<file path="src/headphone_path_pkg.sv">
// Package for the headphone output path control block.
// Assumes an APB master with 32-bit data and word-aligned register slots.
`default_nettype none
package headphone_path_pkg;

    // Register indices; the byte address is four times the index
    localparam logic [7:0] IDX_CP_POWER      = 8'h01;
    localparam logic [7:0] IDX_CAL_FLAGS     = 8'h02;
    localparam logic [7:0] IDX_LEFT_TIER     = 8'h03;
    localparam logic [7:0] IDX_RIGHT_TIER    = 8'h04;
    localparam logic [7:0] IDX_AMP_POWER     = 8'h09;
    localparam logic [7:0] IDX_COMMON_MODE   = 8'h0A;
    localparam logic [7:0] IDX_LEFT_ROUTE    = 8'h0C;
    localparam logic [7:0] IDX_RIGHT_ROUTE   = 8'h0D;
    localparam logic [7:0] IDX_LEFT_GAIN     = 8'h10;
    localparam logic [7:0] IDX_RIGHT_GAIN    = 8'h11;
    localparam logic [7:0] IDX_LEFT_LINE_AT  = 8'h16;
    localparam logic [7:0] IDX_RIGHT_LINE_AT = 8'h17;
    localparam logic [7:0] IDX_LEFT_AMP_AT   = 8'h18;
    localparam logic [7:0] IDX_RIGHT_AMP_AT  = 8'h19;
    localparam logic [7:0] IDX_CP_SIZING     = 8'h7C;
    localparam logic [7:0] IDX_CAL_CTRL      = 8'h7D;

    // Register file slots
    localparam int NUM_REGS = 15;
    localparam int SLOT_CP_POWER      = 0;
    localparam int SLOT_LEFT_TIER     = 1;
    localparam int SLOT_RIGHT_TIER    = 2;
    localparam int SLOT_AMP_POWER     = 3;
    localparam int SLOT_COMMON_MODE   = 4;
    localparam int SLOT_LEFT_ROUTE    = 5;
    localparam int SLOT_RIGHT_ROUTE   = 6;
    localparam int SLOT_LEFT_GAIN     = 7;
    localparam int SLOT_RIGHT_GAIN    = 8;
    localparam int SLOT_LEFT_LINE_AT  = 9;
    localparam int SLOT_RIGHT_LINE_AT = 10;
    localparam int SLOT_LEFT_AMP_AT   = 11;
    localparam int SLOT_RIGHT_AMP_AT  = 12;
    localparam int SLOT_CP_SIZING     = 13;
    localparam int SLOT_CAL_CTRL      = 14;

    // Reset values
    localparam logic [7:0] REG_RESET = 8'h00;

    // Field positions
    localparam int CP_CTRL_LSB       = 0;
    localparam int CP_RATE_LSB       = 0;
    localparam int CP_SIZE_LSB       = 4;
    localparam int CAL_MODE_LSB      = 0;
    localparam int HP_SIZE_LSB       = 2;
    localparam int GROUND_CENTER_BIT = 4;
    localparam int CAL_DONE_BIT      = 2;
    localparam int LINE_BYPASS_BIT   = 2;
    localparam int COMMON_MODE_BIT   = 6;
    localparam int TIER_LSB          = 2;
    localparam int LOW_PERF_BIT      = 5;
    localparam int GAIN_LSB          = 0;
    localparam int AMP_POWER_LSB     = 0;

    // Field codes
    localparam logic [1:0] CP_ON_CODE   = 2'h2;
    localparam logic [1:0] CAL_OFF      = 2'h0;
    localparam logic [1:0] CAL_SELECTED = 2'h2;
    localparam logic [1:0] CAL_ALL      = 2'h3;
    localparam logic [5:0] GAIN_MUTE_CODE = 6'h3F;

    // Calibration timing
    localparam int CLK_HZ          = 25_000_000;
    localparam int CAL_STEP_US     = 100;
    localparam int CAL_STEP_CYCLES = (CAL_STEP_US * (CLK_HZ / 1_000_000));
    localparam int CAL_CONFIGS     = 4;

    typedef enum logic [1:0] {
        CAL_IDLE    = 2'b00,
        CAL_RUN     = 2'b01,
        CAL_STORE   = 2'b10,
        CAL_DONE    = 2'b11
    } cal_state_e;

    // Analog path control bundle
    typedef struct packed {
        logic       cp_enable;
        logic       neg_rail_as_ground;
        logic [3:0] cp_rate;
        logic [2:0] cp_sizing;
        logic [1:0] hp_sizing;
        logic       ground_centered;
        logic       offset_corr_enable;
        logic [1:0] mixer_amp_power;
        logic       common_mode_level;
        logic [2:0] left_power_tier;
        logic [2:0] right_power_tier;
        logic       left_low_perf;
        logic       right_low_perf;
    } analog_ctrl_s;

    typedef struct packed {
        logic [7:0] route;
        logic [5:0] gain;
        logic [7:0] line_atten;
        logic [7:0] amp_atten;
    } channel_ctrl_s;

endpackage : headphone_path_pkg
`default_nettype wire

</file>
<file path="src/headphone_path_control.sv">
// Register bank and offset calibration sequencer for the headphone path.
// Assumes an APB master on clk_i; analog blocks sample the control outputs.
`default_nettype none
module headphone_path_control
    import headphone_path_pkg::*;
(
    // Clock and reset
    input  wire logic          clk_i,
    input  wire logic          reset_n_i,
    // APB slave
    input  wire logic          psel_i,
    input  wire logic          penable_i,
    input  wire logic          pwrite_i,
    input  wire logic [11:0]   paddr_i,
    input  wire logic [31:0]   pwdata_i,
    input  wire logic [3:0]    pstrb_i,
    output logic      [31:0]   prdata_o,
    output logic               pready_o,
    output logic               pslverr_o,
    // Driver power state from the analog side
    input  wire logic          drivers_powered_i,
    // Analog controls
    output analog_ctrl_s       analog_ctrl_o,
    output channel_ctrl_s      left_headphone_driver_o,
    output channel_ctrl_s      right_headphone_driver_o,
    output logic               first_left_line_input_bypass_o,
    output logic               first_right_line_input_bypass_o,
    // Calibration
    output logic               cal_active_o,
    output logic [5:0]         cal_config_o,
    output logic               cal_store_o
);

    logic [7:0]  regs_reg [NUM_REGS];
    logic [31:0] prdata_reg;
    logic        pready_reg;
    logic        pslverr_reg;
    cal_state_e  cal_state_reg;
    cal_state_e  cal_state_next;
    logic [15:0] step_cnt_reg;
    logic [5:0]  cfg_cnt_reg;
    logic        cal_done_reg;
    logic        cal_store_reg;
    logic        drivers_prev_reg;
    logic        cal_active_reg;
    analog_ctrl_s  analog_reg;
    channel_ctrl_s left_reg;
    channel_ctrl_s right_reg;
    logic        left_bypass_reg;
    logic        right_bypass_reg;

    // APB decode
    wire logic       access_w   = psel_i & penable_i;
    wire logic [7:0] index_w    = paddr_i[9:2];
    wire logic       aligned_w  = (paddr_i[1:0] == 2'h0) & (paddr_i[11:10] == 2'h0);
    wire logic       is_flags_w = aligned_w & (index_w == IDX_CAL_FLAGS);
    logic [NUM_REGS-1:0] hit_w;
    logic [7:0] idx_table [NUM_REGS];
    assign idx_table[SLOT_CP_POWER]      = IDX_CP_POWER;
    assign idx_table[SLOT_LEFT_TIER]     = IDX_LEFT_TIER;
    assign idx_table[SLOT_RIGHT_TIER]    = IDX_RIGHT_TIER;
    assign idx_table[SLOT_AMP_POWER]     = IDX_AMP_POWER;
    assign idx_table[SLOT_COMMON_MODE]   = IDX_COMMON_MODE;
    assign idx_table[SLOT_LEFT_ROUTE]    = IDX_LEFT_ROUTE;
    assign idx_table[SLOT_RIGHT_ROUTE]   = IDX_RIGHT_ROUTE;
    assign idx_table[SLOT_LEFT_GAIN]     = IDX_LEFT_GAIN;
    assign idx_table[SLOT_RIGHT_GAIN]    = IDX_RIGHT_GAIN;
    assign idx_table[SLOT_LEFT_LINE_AT]  = IDX_LEFT_LINE_AT;
    assign idx_table[SLOT_RIGHT_LINE_AT] = IDX_RIGHT_LINE_AT;
    assign idx_table[SLOT_LEFT_AMP_AT]   = IDX_LEFT_AMP_AT;
    assign idx_table[SLOT_RIGHT_AMP_AT]  = IDX_RIGHT_AMP_AT;
    assign idx_table[SLOT_CP_SIZING]     = IDX_CP_SIZING;
    assign idx_table[SLOT_CAL_CTRL]      = IDX_CAL_CTRL;

    wire logic any_hit_w  = |hit_w;
    wire logic mapped_w   = any_hit_w | is_flags_w;
    wire logic wr_err_w   = pwrite_i & is_flags_w;
    wire logic error_w    = ~mapped_w | wr_err_w;

    logic [7:0] read_byte_w;
    always_comb begin
        read_byte_w = 8'h00;
        for (int i = 0; i < NUM_REGS; i++) begin
            if (hit_w[i]) begin
                read_byte_w = regs_reg[i];
            end
        end
        if (is_flags_w) begin
            read_byte_w = 8'h00;
            read_byte_w[CAL_DONE_BIT] = cal_done_reg;
        end
    end

    // Register file: one generate slot per register, written in the access phase
    genvar g;
    generate
        for (g = 0; g < NUM_REGS; g++) begin : gen_reg
            assign hit_w[g] = aligned_w & (index_w == idx_table[g]);
            always_ff @(posedge clk_i) begin
                // reset defaults; contents held until written or reset
                if (!reset_n_i) begin
                    regs_reg[g] <= REG_RESET;
                end else if (access_w & pwrite_i & hit_w[g] & pstrb_i[0]) begin
                    regs_reg[g] <= pwdata_i[7:0];
                end
            end
        end
    endgenerate

    // Zero-wait APB answer, so pready sits high during every access phase
    always_ff @(posedge clk_i) begin
        if (!reset_n_i) begin
            prdata_reg  <= 32'h0000_0000;
            pready_reg  <= 1'b0;
            pslverr_reg <= 1'b0;
        end else begin
            pready_reg  <= psel_i & ~penable_i;
            pslverr_reg <= psel_i & ~penable_i & error_w;
            prdata_reg  <= (psel_i & ~penable_i & ~pwrite_i) ? {24'h000000, read_byte_w}
                                                             : 32'h0000_0000;
        end
    end

    // Calibration control fields
    wire logic [1:0] cal_mode_w = regs_reg[SLOT_CAL_CTRL][CAL_MODE_LSB +: 2];
    wire logic       gc_w       = regs_reg[SLOT_CAL_CTRL][GROUND_CENTER_BIT];
    wire logic       cp_on_w    = regs_reg[SLOT_CP_POWER][CP_CTRL_LSB +: 2] == CP_ON_CODE;
    // ground-centered only counts with the pump running
    wire logic       gc_ok_w    = gc_w & cp_on_w;
    // start on driver power-up in ground-centered mode
    wire logic       power_up_w = drivers_powered_i & ~drivers_prev_reg;
    wire logic       start_w    = power_up_w & gc_ok_w & (cal_mode_w != CAL_OFF);
    wire logic [5:0] cfg_last_w = (cal_mode_w == CAL_ALL) ? 6'(CAL_CONFIGS - 1) : 6'h00;
    wire logic       step_end_w = step_cnt_reg == 16'(CAL_STEP_CYCLES - 1);
    wire logic       cfg_end_w  = cfg_cnt_reg >= cfg_last_w;

    always_comb begin
        cal_state_next = cal_state_reg;
        case (cal_state_reg)
            CAL_IDLE: begin
                if (start_w) begin
                    cal_state_next = CAL_RUN;
                end
            end
            CAL_RUN: begin
                // mode cleared or drivers dropped aborts the run
                if (cal_mode_w == CAL_OFF || !drivers_powered_i) begin
                    cal_state_next = CAL_IDLE;
                end else if (step_end_w & cfg_end_w) begin
                    cal_state_next = CAL_STORE;
                end
            end
            CAL_STORE: begin
                cal_state_next = CAL_DONE;
            end
            CAL_DONE: begin
                // Recalibrate on the next ground-centered power-up
                if (start_w) begin
                    cal_state_next = CAL_RUN;
                end
            end
            default: begin
                cal_state_next = CAL_IDLE;
            end
        endcase
    end

    always_ff @(posedge clk_i) begin
        if (!reset_n_i) begin
            cal_state_reg    <= CAL_IDLE;
            cal_active_reg   <= 1'b0;
            step_cnt_reg     <= 16'h0000;
            cfg_cnt_reg      <= 6'h00;
            cal_done_reg     <= 1'b0;
            cal_store_reg    <= 1'b0;
            drivers_prev_reg <= 1'b0;
        end else begin
            cal_state_reg    <= cal_state_next;
            // Registered copy of the run state keeps the output on a flop
            cal_active_reg   <= cal_state_next == CAL_RUN;
            drivers_prev_reg <= drivers_powered_i;
            cal_store_reg    <= cal_state_reg == CAL_STORE;
            if (cal_state_reg != CAL_RUN || step_end_w) begin
                step_cnt_reg <= 16'h0000;
            end else begin
                step_cnt_reg <= step_cnt_reg + 16'h0001;
            end
            if (cal_state_reg != CAL_RUN) begin
                cfg_cnt_reg <= 6'h00;
            end else if (step_end_w) begin
                cfg_cnt_reg <= cfg_cnt_reg + 6'h01;
            end
            // flag rises when results are stored, clears on a new run
            if (cal_state_reg == CAL_STORE) begin
                cal_done_reg <= 1'b1;
            end else if (cal_state_next == CAL_RUN) begin
                cal_done_reg <= 1'b0;
            end
        end
    end

    // Analog controls, registered so outputs come from flip-flops
    analog_ctrl_s  analog_next;
    channel_ctrl_s left_next;
    channel_ctrl_s right_next;
    always_comb begin
        // pump enable, rail grounded when off
        analog_next.cp_enable          = cp_on_w;
        analog_next.neg_rail_as_ground = ~cp_on_w;
        analog_next.cp_rate            = regs_reg[SLOT_CP_SIZING][CP_RATE_LSB +: 4];
        analog_next.cp_sizing          = regs_reg[SLOT_CP_SIZING][CP_SIZE_LSB +: 3];
        analog_next.hp_sizing          = regs_reg[SLOT_CAL_CTRL][HP_SIZE_LSB +: 2];
        analog_next.ground_centered    = gc_ok_w;
        // correction block off at mode 00
        analog_next.offset_corr_enable = cal_mode_w != CAL_OFF;
        analog_next.mixer_amp_power    = regs_reg[SLOT_AMP_POWER][AMP_POWER_LSB +: 2];
        analog_next.common_mode_level  = regs_reg[SLOT_COMMON_MODE][COMMON_MODE_BIT];
        analog_next.left_power_tier    = regs_reg[SLOT_LEFT_TIER][TIER_LSB +: 3];
        analog_next.right_power_tier   = regs_reg[SLOT_RIGHT_TIER][TIER_LSB +: 3];
        analog_next.left_low_perf      = regs_reg[SLOT_LEFT_TIER][LOW_PERF_BIT];
        analog_next.right_low_perf     = regs_reg[SLOT_RIGHT_TIER][LOW_PERF_BIT];
        left_next.route       = regs_reg[SLOT_LEFT_ROUTE];
        right_next.route      = regs_reg[SLOT_RIGHT_ROUTE];
        left_next.gain        = regs_reg[SLOT_LEFT_GAIN][GAIN_LSB +: 6];
        right_next.gain       = regs_reg[SLOT_RIGHT_GAIN][GAIN_LSB +: 6];
        left_next.line_atten  = regs_reg[SLOT_LEFT_LINE_AT];
        right_next.line_atten = regs_reg[SLOT_RIGHT_LINE_AT];
        left_next.amp_atten   = regs_reg[SLOT_LEFT_AMP_AT];
        right_next.amp_atten  = regs_reg[SLOT_RIGHT_AMP_AT];
    end

    always_ff @(posedge clk_i) begin
        if (!reset_n_i) begin
            analog_reg       <= '0;
            left_reg         <= '0;
            right_reg        <= '0;
            left_bypass_reg  <= 1'b0;
            right_bypass_reg <= 1'b0;
        end else begin
            analog_reg       <= analog_next;
            left_reg         <= left_next;
            right_reg        <= right_next;
            left_bypass_reg  <= regs_reg[SLOT_LEFT_ROUTE][LINE_BYPASS_BIT];
            right_bypass_reg <= regs_reg[SLOT_RIGHT_ROUTE][LINE_BYPASS_BIT];
        end
    end

    assign prdata_o                        = prdata_reg;
    assign pready_o                        = pready_reg;
    assign pslverr_o                       = pslverr_reg;
    assign analog_ctrl_o                   = analog_reg;
    assign left_headphone_driver_o         = left_reg;
    assign right_headphone_driver_o        = right_reg;
    assign first_left_line_input_bypass_o  = left_bypass_reg;
    assign first_right_line_input_bypass_o = right_bypass_reg;
    // sweep index and active flag for the analog trim
    assign cal_active_o                    = cal_active_reg;
    assign cal_config_o                    = cfg_cnt_reg;
    assign cal_store_o                     = cal_store_reg;

endmodule : headphone_path_control
`default_nettype wire

</file>
<file path="config.mk">
export PLATFORM = sky130hd
export DESIGN_NAME = headphone_path_control
export DESIGN_NICKNAME = d
export VERILOG_FILES = /design/src/headphone_path_pkg.sv /design/src/headphone_path_control.sv
export SDC_FILE = /design/constraint.sdc
export NUM_CORES = 1
export LEC_CHECK = 0
export BUFFER_PORTS_ARGS = -buffer_cell sky130_fd_sc_hd__buf_2
export CORE_UTILIZATION = 51
export CTS_BUF_LIST = sky130_fd_sc_hd__clkbuf_16
export CTS_CLUSTER_DIAMETER = 60
export DETAILED_ROUTE_END_ITERATION = 6
export HOLD_SLACK_MARGIN = 0.1
export PLACE_DENSITY = 0.81
export RECOVER_POWER = 100
export REMOVE_ABC_BUFFERS = 1
export SYNTH_ARGS = -nofsm -noshare
export SYNTH_HDL_FRONTEND = slang
export SYNTH_SLANG_ARGS = --single-unit
</file>
<file path="constraint.sdc">
create_clock -name clk_i -period 2.13 [get_ports clk_i]
set_input_delay 0 -clock clk_i [delete_from_list [all_inputs] [get_ports clk_i]]
set_output_delay 0 -clock clk_i [all_outputs]
set_load 0.005 [all_outputs]
</file>
After elaboration in Yosys (flattened, before gate mapping)

Memories as Yosys holds them, arrays and structs flattened.
Index checks and enable logic that the tools add are counted.

Add/subtract/negate cells: 2
Magnitude comparators: 1
Eq/ne operators: 24
Mux-type cells: 84
Bitwise gates (word level): 82
Reductions and logical operators: 15

Operators with widths:

| cell                                                  | number |
|---|---|
| two-way mux 8 bit                                     | 30 |
| bitwise AND 1 bit                                     | 58 |
| equality test 8 x 5 -> 1 bit, second input constant   | 6 |
| two-way mux 1 bit                                     | 48 |
| equality test 8 x 4 -> 1 bit, second input constant   | 4 |
| OR 1 bit                                              | 17 |
| adder 16 x 1 -> 16 bit, second input constant         | 1 |
| equality test 16 x 12 -> 1 bit, second input constant | 1 |
| equality test 8 x 2 -> 1 bit, second input constant   | 2 |
| equality test 8 x 7 -> 1 bit, second input constant   | 2 |
| OR reduction 15 bit                                   | 1 |
| equality test 2 bit, second input constant            | 4 |
| equality test 8 x 1 -> 1 bit, second input constant   | 1 |
| equality test 8 x 3 -> 1 bit, second input constant   | 1 |
| zero test 2 bit                                       | 4 |
| two-way mux 2 bit                                     | 4 |
| inverter 1 bit                                        | 7 |
| adder 6 x 1 -> 6 bit, second input constant           | 1 |
| >= comparator 6 x 2 -> 1 bit                          | 1 |
| one-hot mux 2 bit (3 select lines)                    | 1 |
| OR reduction 2 bit                                    | 3 |
| equality test 2 x 1 -> 1 bit, second input constant   | 2 |
| nonzero test 2 bit                                    | 2 |
| two-way mux 3 bit                                     | 1 |
| other kinds (5)                                       | 6 |

Flip-flop bits (word level): 148
RAM bits: 120
Input port bits: 54
Output and inout port bits: 128
Logic and storage cells: 244
Memories: 1

Memories:

| memory   | depth | bits a word | read ports | clocked after Yosys merged registers in | wr ports | line                         | source |
|---|---|---|---|---|---|---|---|
| regs_reg | 15    | 8           | 15         | 0                                       | 15       | headphone_path_control.sv:34 | `logic [7:0] regs_reg [NUM_REGS];` |

Depth between registers and ports, before layout

Depth after elaboration: 19
Gate-level depth with buffers: 9
Depth with buffers taken out: 9

Least setup slack after synthesis

OpenSTA, ideal clock, no wires.

Path type: in2reg
Start point: input port paddr_i[1]
End point: memory regs_reg[14][0] (netlist: regs_reg[1][48]), enable pin
Setup time: 0.384 ns
Data arrival time: 1.899 ns
Data required time: 1.746 ns
Path slack: -0.153 ns
Stages on the path: 5
Path buffers: 2
Cell sequence: or4_4 or3_1 clkbuf_1 clkbuf_1 o21ai_0

RTL lines:

| what        | line                         | source |
|---|---|---|
| from (decl) | headphone_path_control.sv:14 | `input wire logic [11:0] paddr_i,` |
| to (decl)   | headphone_path_control.sv:34 |  |

==> results.yml <==
setup_path:
  r2r_cells: 7
  worst-setup-path-type: "input port to flip-flop"
  crit_end: "regs_reg[0][60]"
  r2r_slack_ps: 250
  rr_endpoint: "cal_active_o"
  startpoint: "paddr_i[1]"
  cp_max_fo: 8
  crit_required_ps: 2300
  r2r-start: "step_cnt_reg[0]"
  cp-end-kind: "flip-flop"
  cp_data_arrival_time_ps: 2160
  start_kind: "input port"
detailed_routing:
  drc: 0
  drt-initial-drc-count: 832
  drt-pass1-iter-count: 7
  antenna_left: 0
  drt_wl_total_um: 27900
  vias_per_cell: 5.51
  routedWlPerCell_um: 19.5
  vias: 7895
floorplan:
  design.core.area_mm2: 0.0197
  num_rows: 51
  die-area_mm2: 0.0209
  initial_core_util_pct: 52.6
  die_y_um: 144
  io_pins: 182
  die_w_um: 144
synth:
  async_flop_share_pct: 0
  yosysTopAreaCell: "edfxtp_1"
  ys.flop_type: "dfxtp_1"
  syn_avg_cell_area_um2: 10.9
  syn_inst: 953
  yosysTopAreaCellShare_pct: 34.8
  ys_ff_latch: 242
  synth_warnings: 0
  synth-edff-count: 120
  synth.distinct_cells: 70
  seq_area_frac_synth_pct: 58.4
  synthTopCellsByArea: "edfxtp_1, dfxtp_1, and2_1"
  synth_area_mm2: 0.0103
  yosysMostFrequentCell: "and2_1"
  yosys-top-cells-count: "and2_1, dfxtp_1, edfxtp_1"
placement:
  port_buffers: 130
  gp_congestion: 0.997
  place_area_mm2: 0.0117
  hpwlAfterDp_um: 19800
finish:
  area_growth_pct: 18.7
  drive_gt1_share_pct: 14.2
  num_antenna_cells: 0
  fillers: 1684
  largest_register_ffs: 120
  final_core_util_pct: 62.5
  nets: 1211
  design_area_mm2: 0.0123
power_and_ir_drop:
  leakage_nw: 4.57
  powerDensity_mw_per_mm2: 809
  p_total_mw: 9.93
  ir_worst_vdd_mv: 0.677
clock_network:
  ctsHoldBuffers: 12
  clk_latency_ps: 510
  post_cts_buffers: 0
  cts.sinks: 242
  cts-buffers-inserted: 25
  cts_resized: 0
  cts_root_buf: "clkbuf_16"
  htreeDepth: 1
  clockBufferDepth: 3
  cts_tree: "yes"
  clkSlewWorstSetupHoldPaths_ps: 60
timing:
  hold_viol_final: 0
  worst_slew_pin_slew_ps: 647
  rsz0062_at_grt: "false"
  whs_ps: 121
  period_share_pct: 93.6
  fin_tns_setup_ps: 0
  fin_worst_skew_ps: 6.24
  fin_crit_ps: 1990
  maxSlewHeadroom_pct: 56.6
  fmax_mhz: 502
  slew_viol_final: 0
  setup_viol: 0
flow_run:
  maxCapViolCount: 0
status:
  status: "completed"
global_routing:
  antenna_found_initial: 0
  grt_pass1_wl_um: 41600
  grt_max_degree: 93
  grt_pass1_vias: 7364
  grtUsageTotal_pct: 27.0
  overflow: 0
hold_path:
  hp-class: "input port to flip-flop"
-- through the flow --
stage | instances | worst slack [ps]
final | 1433 | 137
after global routing | 1433 | 47.4
after CTS | 1433 | 226
after detailed placement | 1376 | -153
after global placement | 1376 | -55.7
after floorplan | 901 | -92.7
-- area by class of cell --
| class | instances | area, um^2 | area share, % |
|---|---|---|---|
| Timing Repair Buffer | 222 | 1210 | 9.84 |
| Sequential cell | 242 | 6050 | 49.2 |
| Tap cell | 265 | 332 | 2.70 |
| Clock inverter | 20 | 96.3 | 0.785 |
| Inverter | 24 | 90.1 | 0.734 |
| Clock buffer | 25 | 626 | 5.09 |
| Multi-Input combinational cell | 635 | 3880 | 31.6 |
-- placed cells by master, fill, tap and decap left out, types with 25 or more instances in the layout --
cell       synthesis  layout
and2_0             0      99
and2_1           206     107
buf_2             12      53
buf_4             26      50
clkbuf_1          36      93
clkbuf_16          0      25
dfxtp_1          122     122
edfxtp_1         120     120
inv_1             22      26
nand2_1           44      44
nor2_1            64      64
o21ai_0           48      48
-- critical path: stages --
cell      delay, ps
buf_2           100
or4_1           660
clkbuf_1        230
clkbuf_1        160
nor2_1          180
nand3_1         220
o21ai_0         210
clkbuf_1        390
-- routing by layer --
metal	share of wire (%)	track usage, %	vias to the layer above
met4	2.4	6.98	0
met5	0	0	-
li1	-	-	3689
met3	8.9	5.40	51
met1	42	36.8	3777
met2	47	44.0	378
-- worst min-delay path by stage --
stage | from | end | slack, ps | cells past startpoint
after global placement | drivers_powered_i | drivers_prev_reg | 240 | 2
final | pwdata_i[4] | regs_reg[0][44] | 120 | 2
after global routing | pwdata_i[4] | regs_reg[0][36] | 110 | 2
after CTS | pwdata_i[4] | regs_reg[1][36] | 100 | 2
after floorplan | penable_i | pready_o | 80 | 1
after detailed placement | drivers_powered_i | drivers_prev_reg | 240 | 2
-- power breakdown --
group | switching, mW | internal (mW)
clock | 1.75 | 2.13
sequential | 0.124 | 5.12
combinational | 0.508 | 0.302
-- logic make-up after synthesis --
kind of cell / after synthesis / share of synthesized area [%]
compound gates: 154 / 9.85
flops: 242 / 58.4
other cells: 1 / 0.0362
simple gates: 424 / 23.8
xor+xnor: 16 / 1.35
mux: 10 / 0.980
buf+inv: 99 / 4.68
fa+ha+maj: 7 / 0.847
No activity file was read; power rests on OpenSTA's default activity.
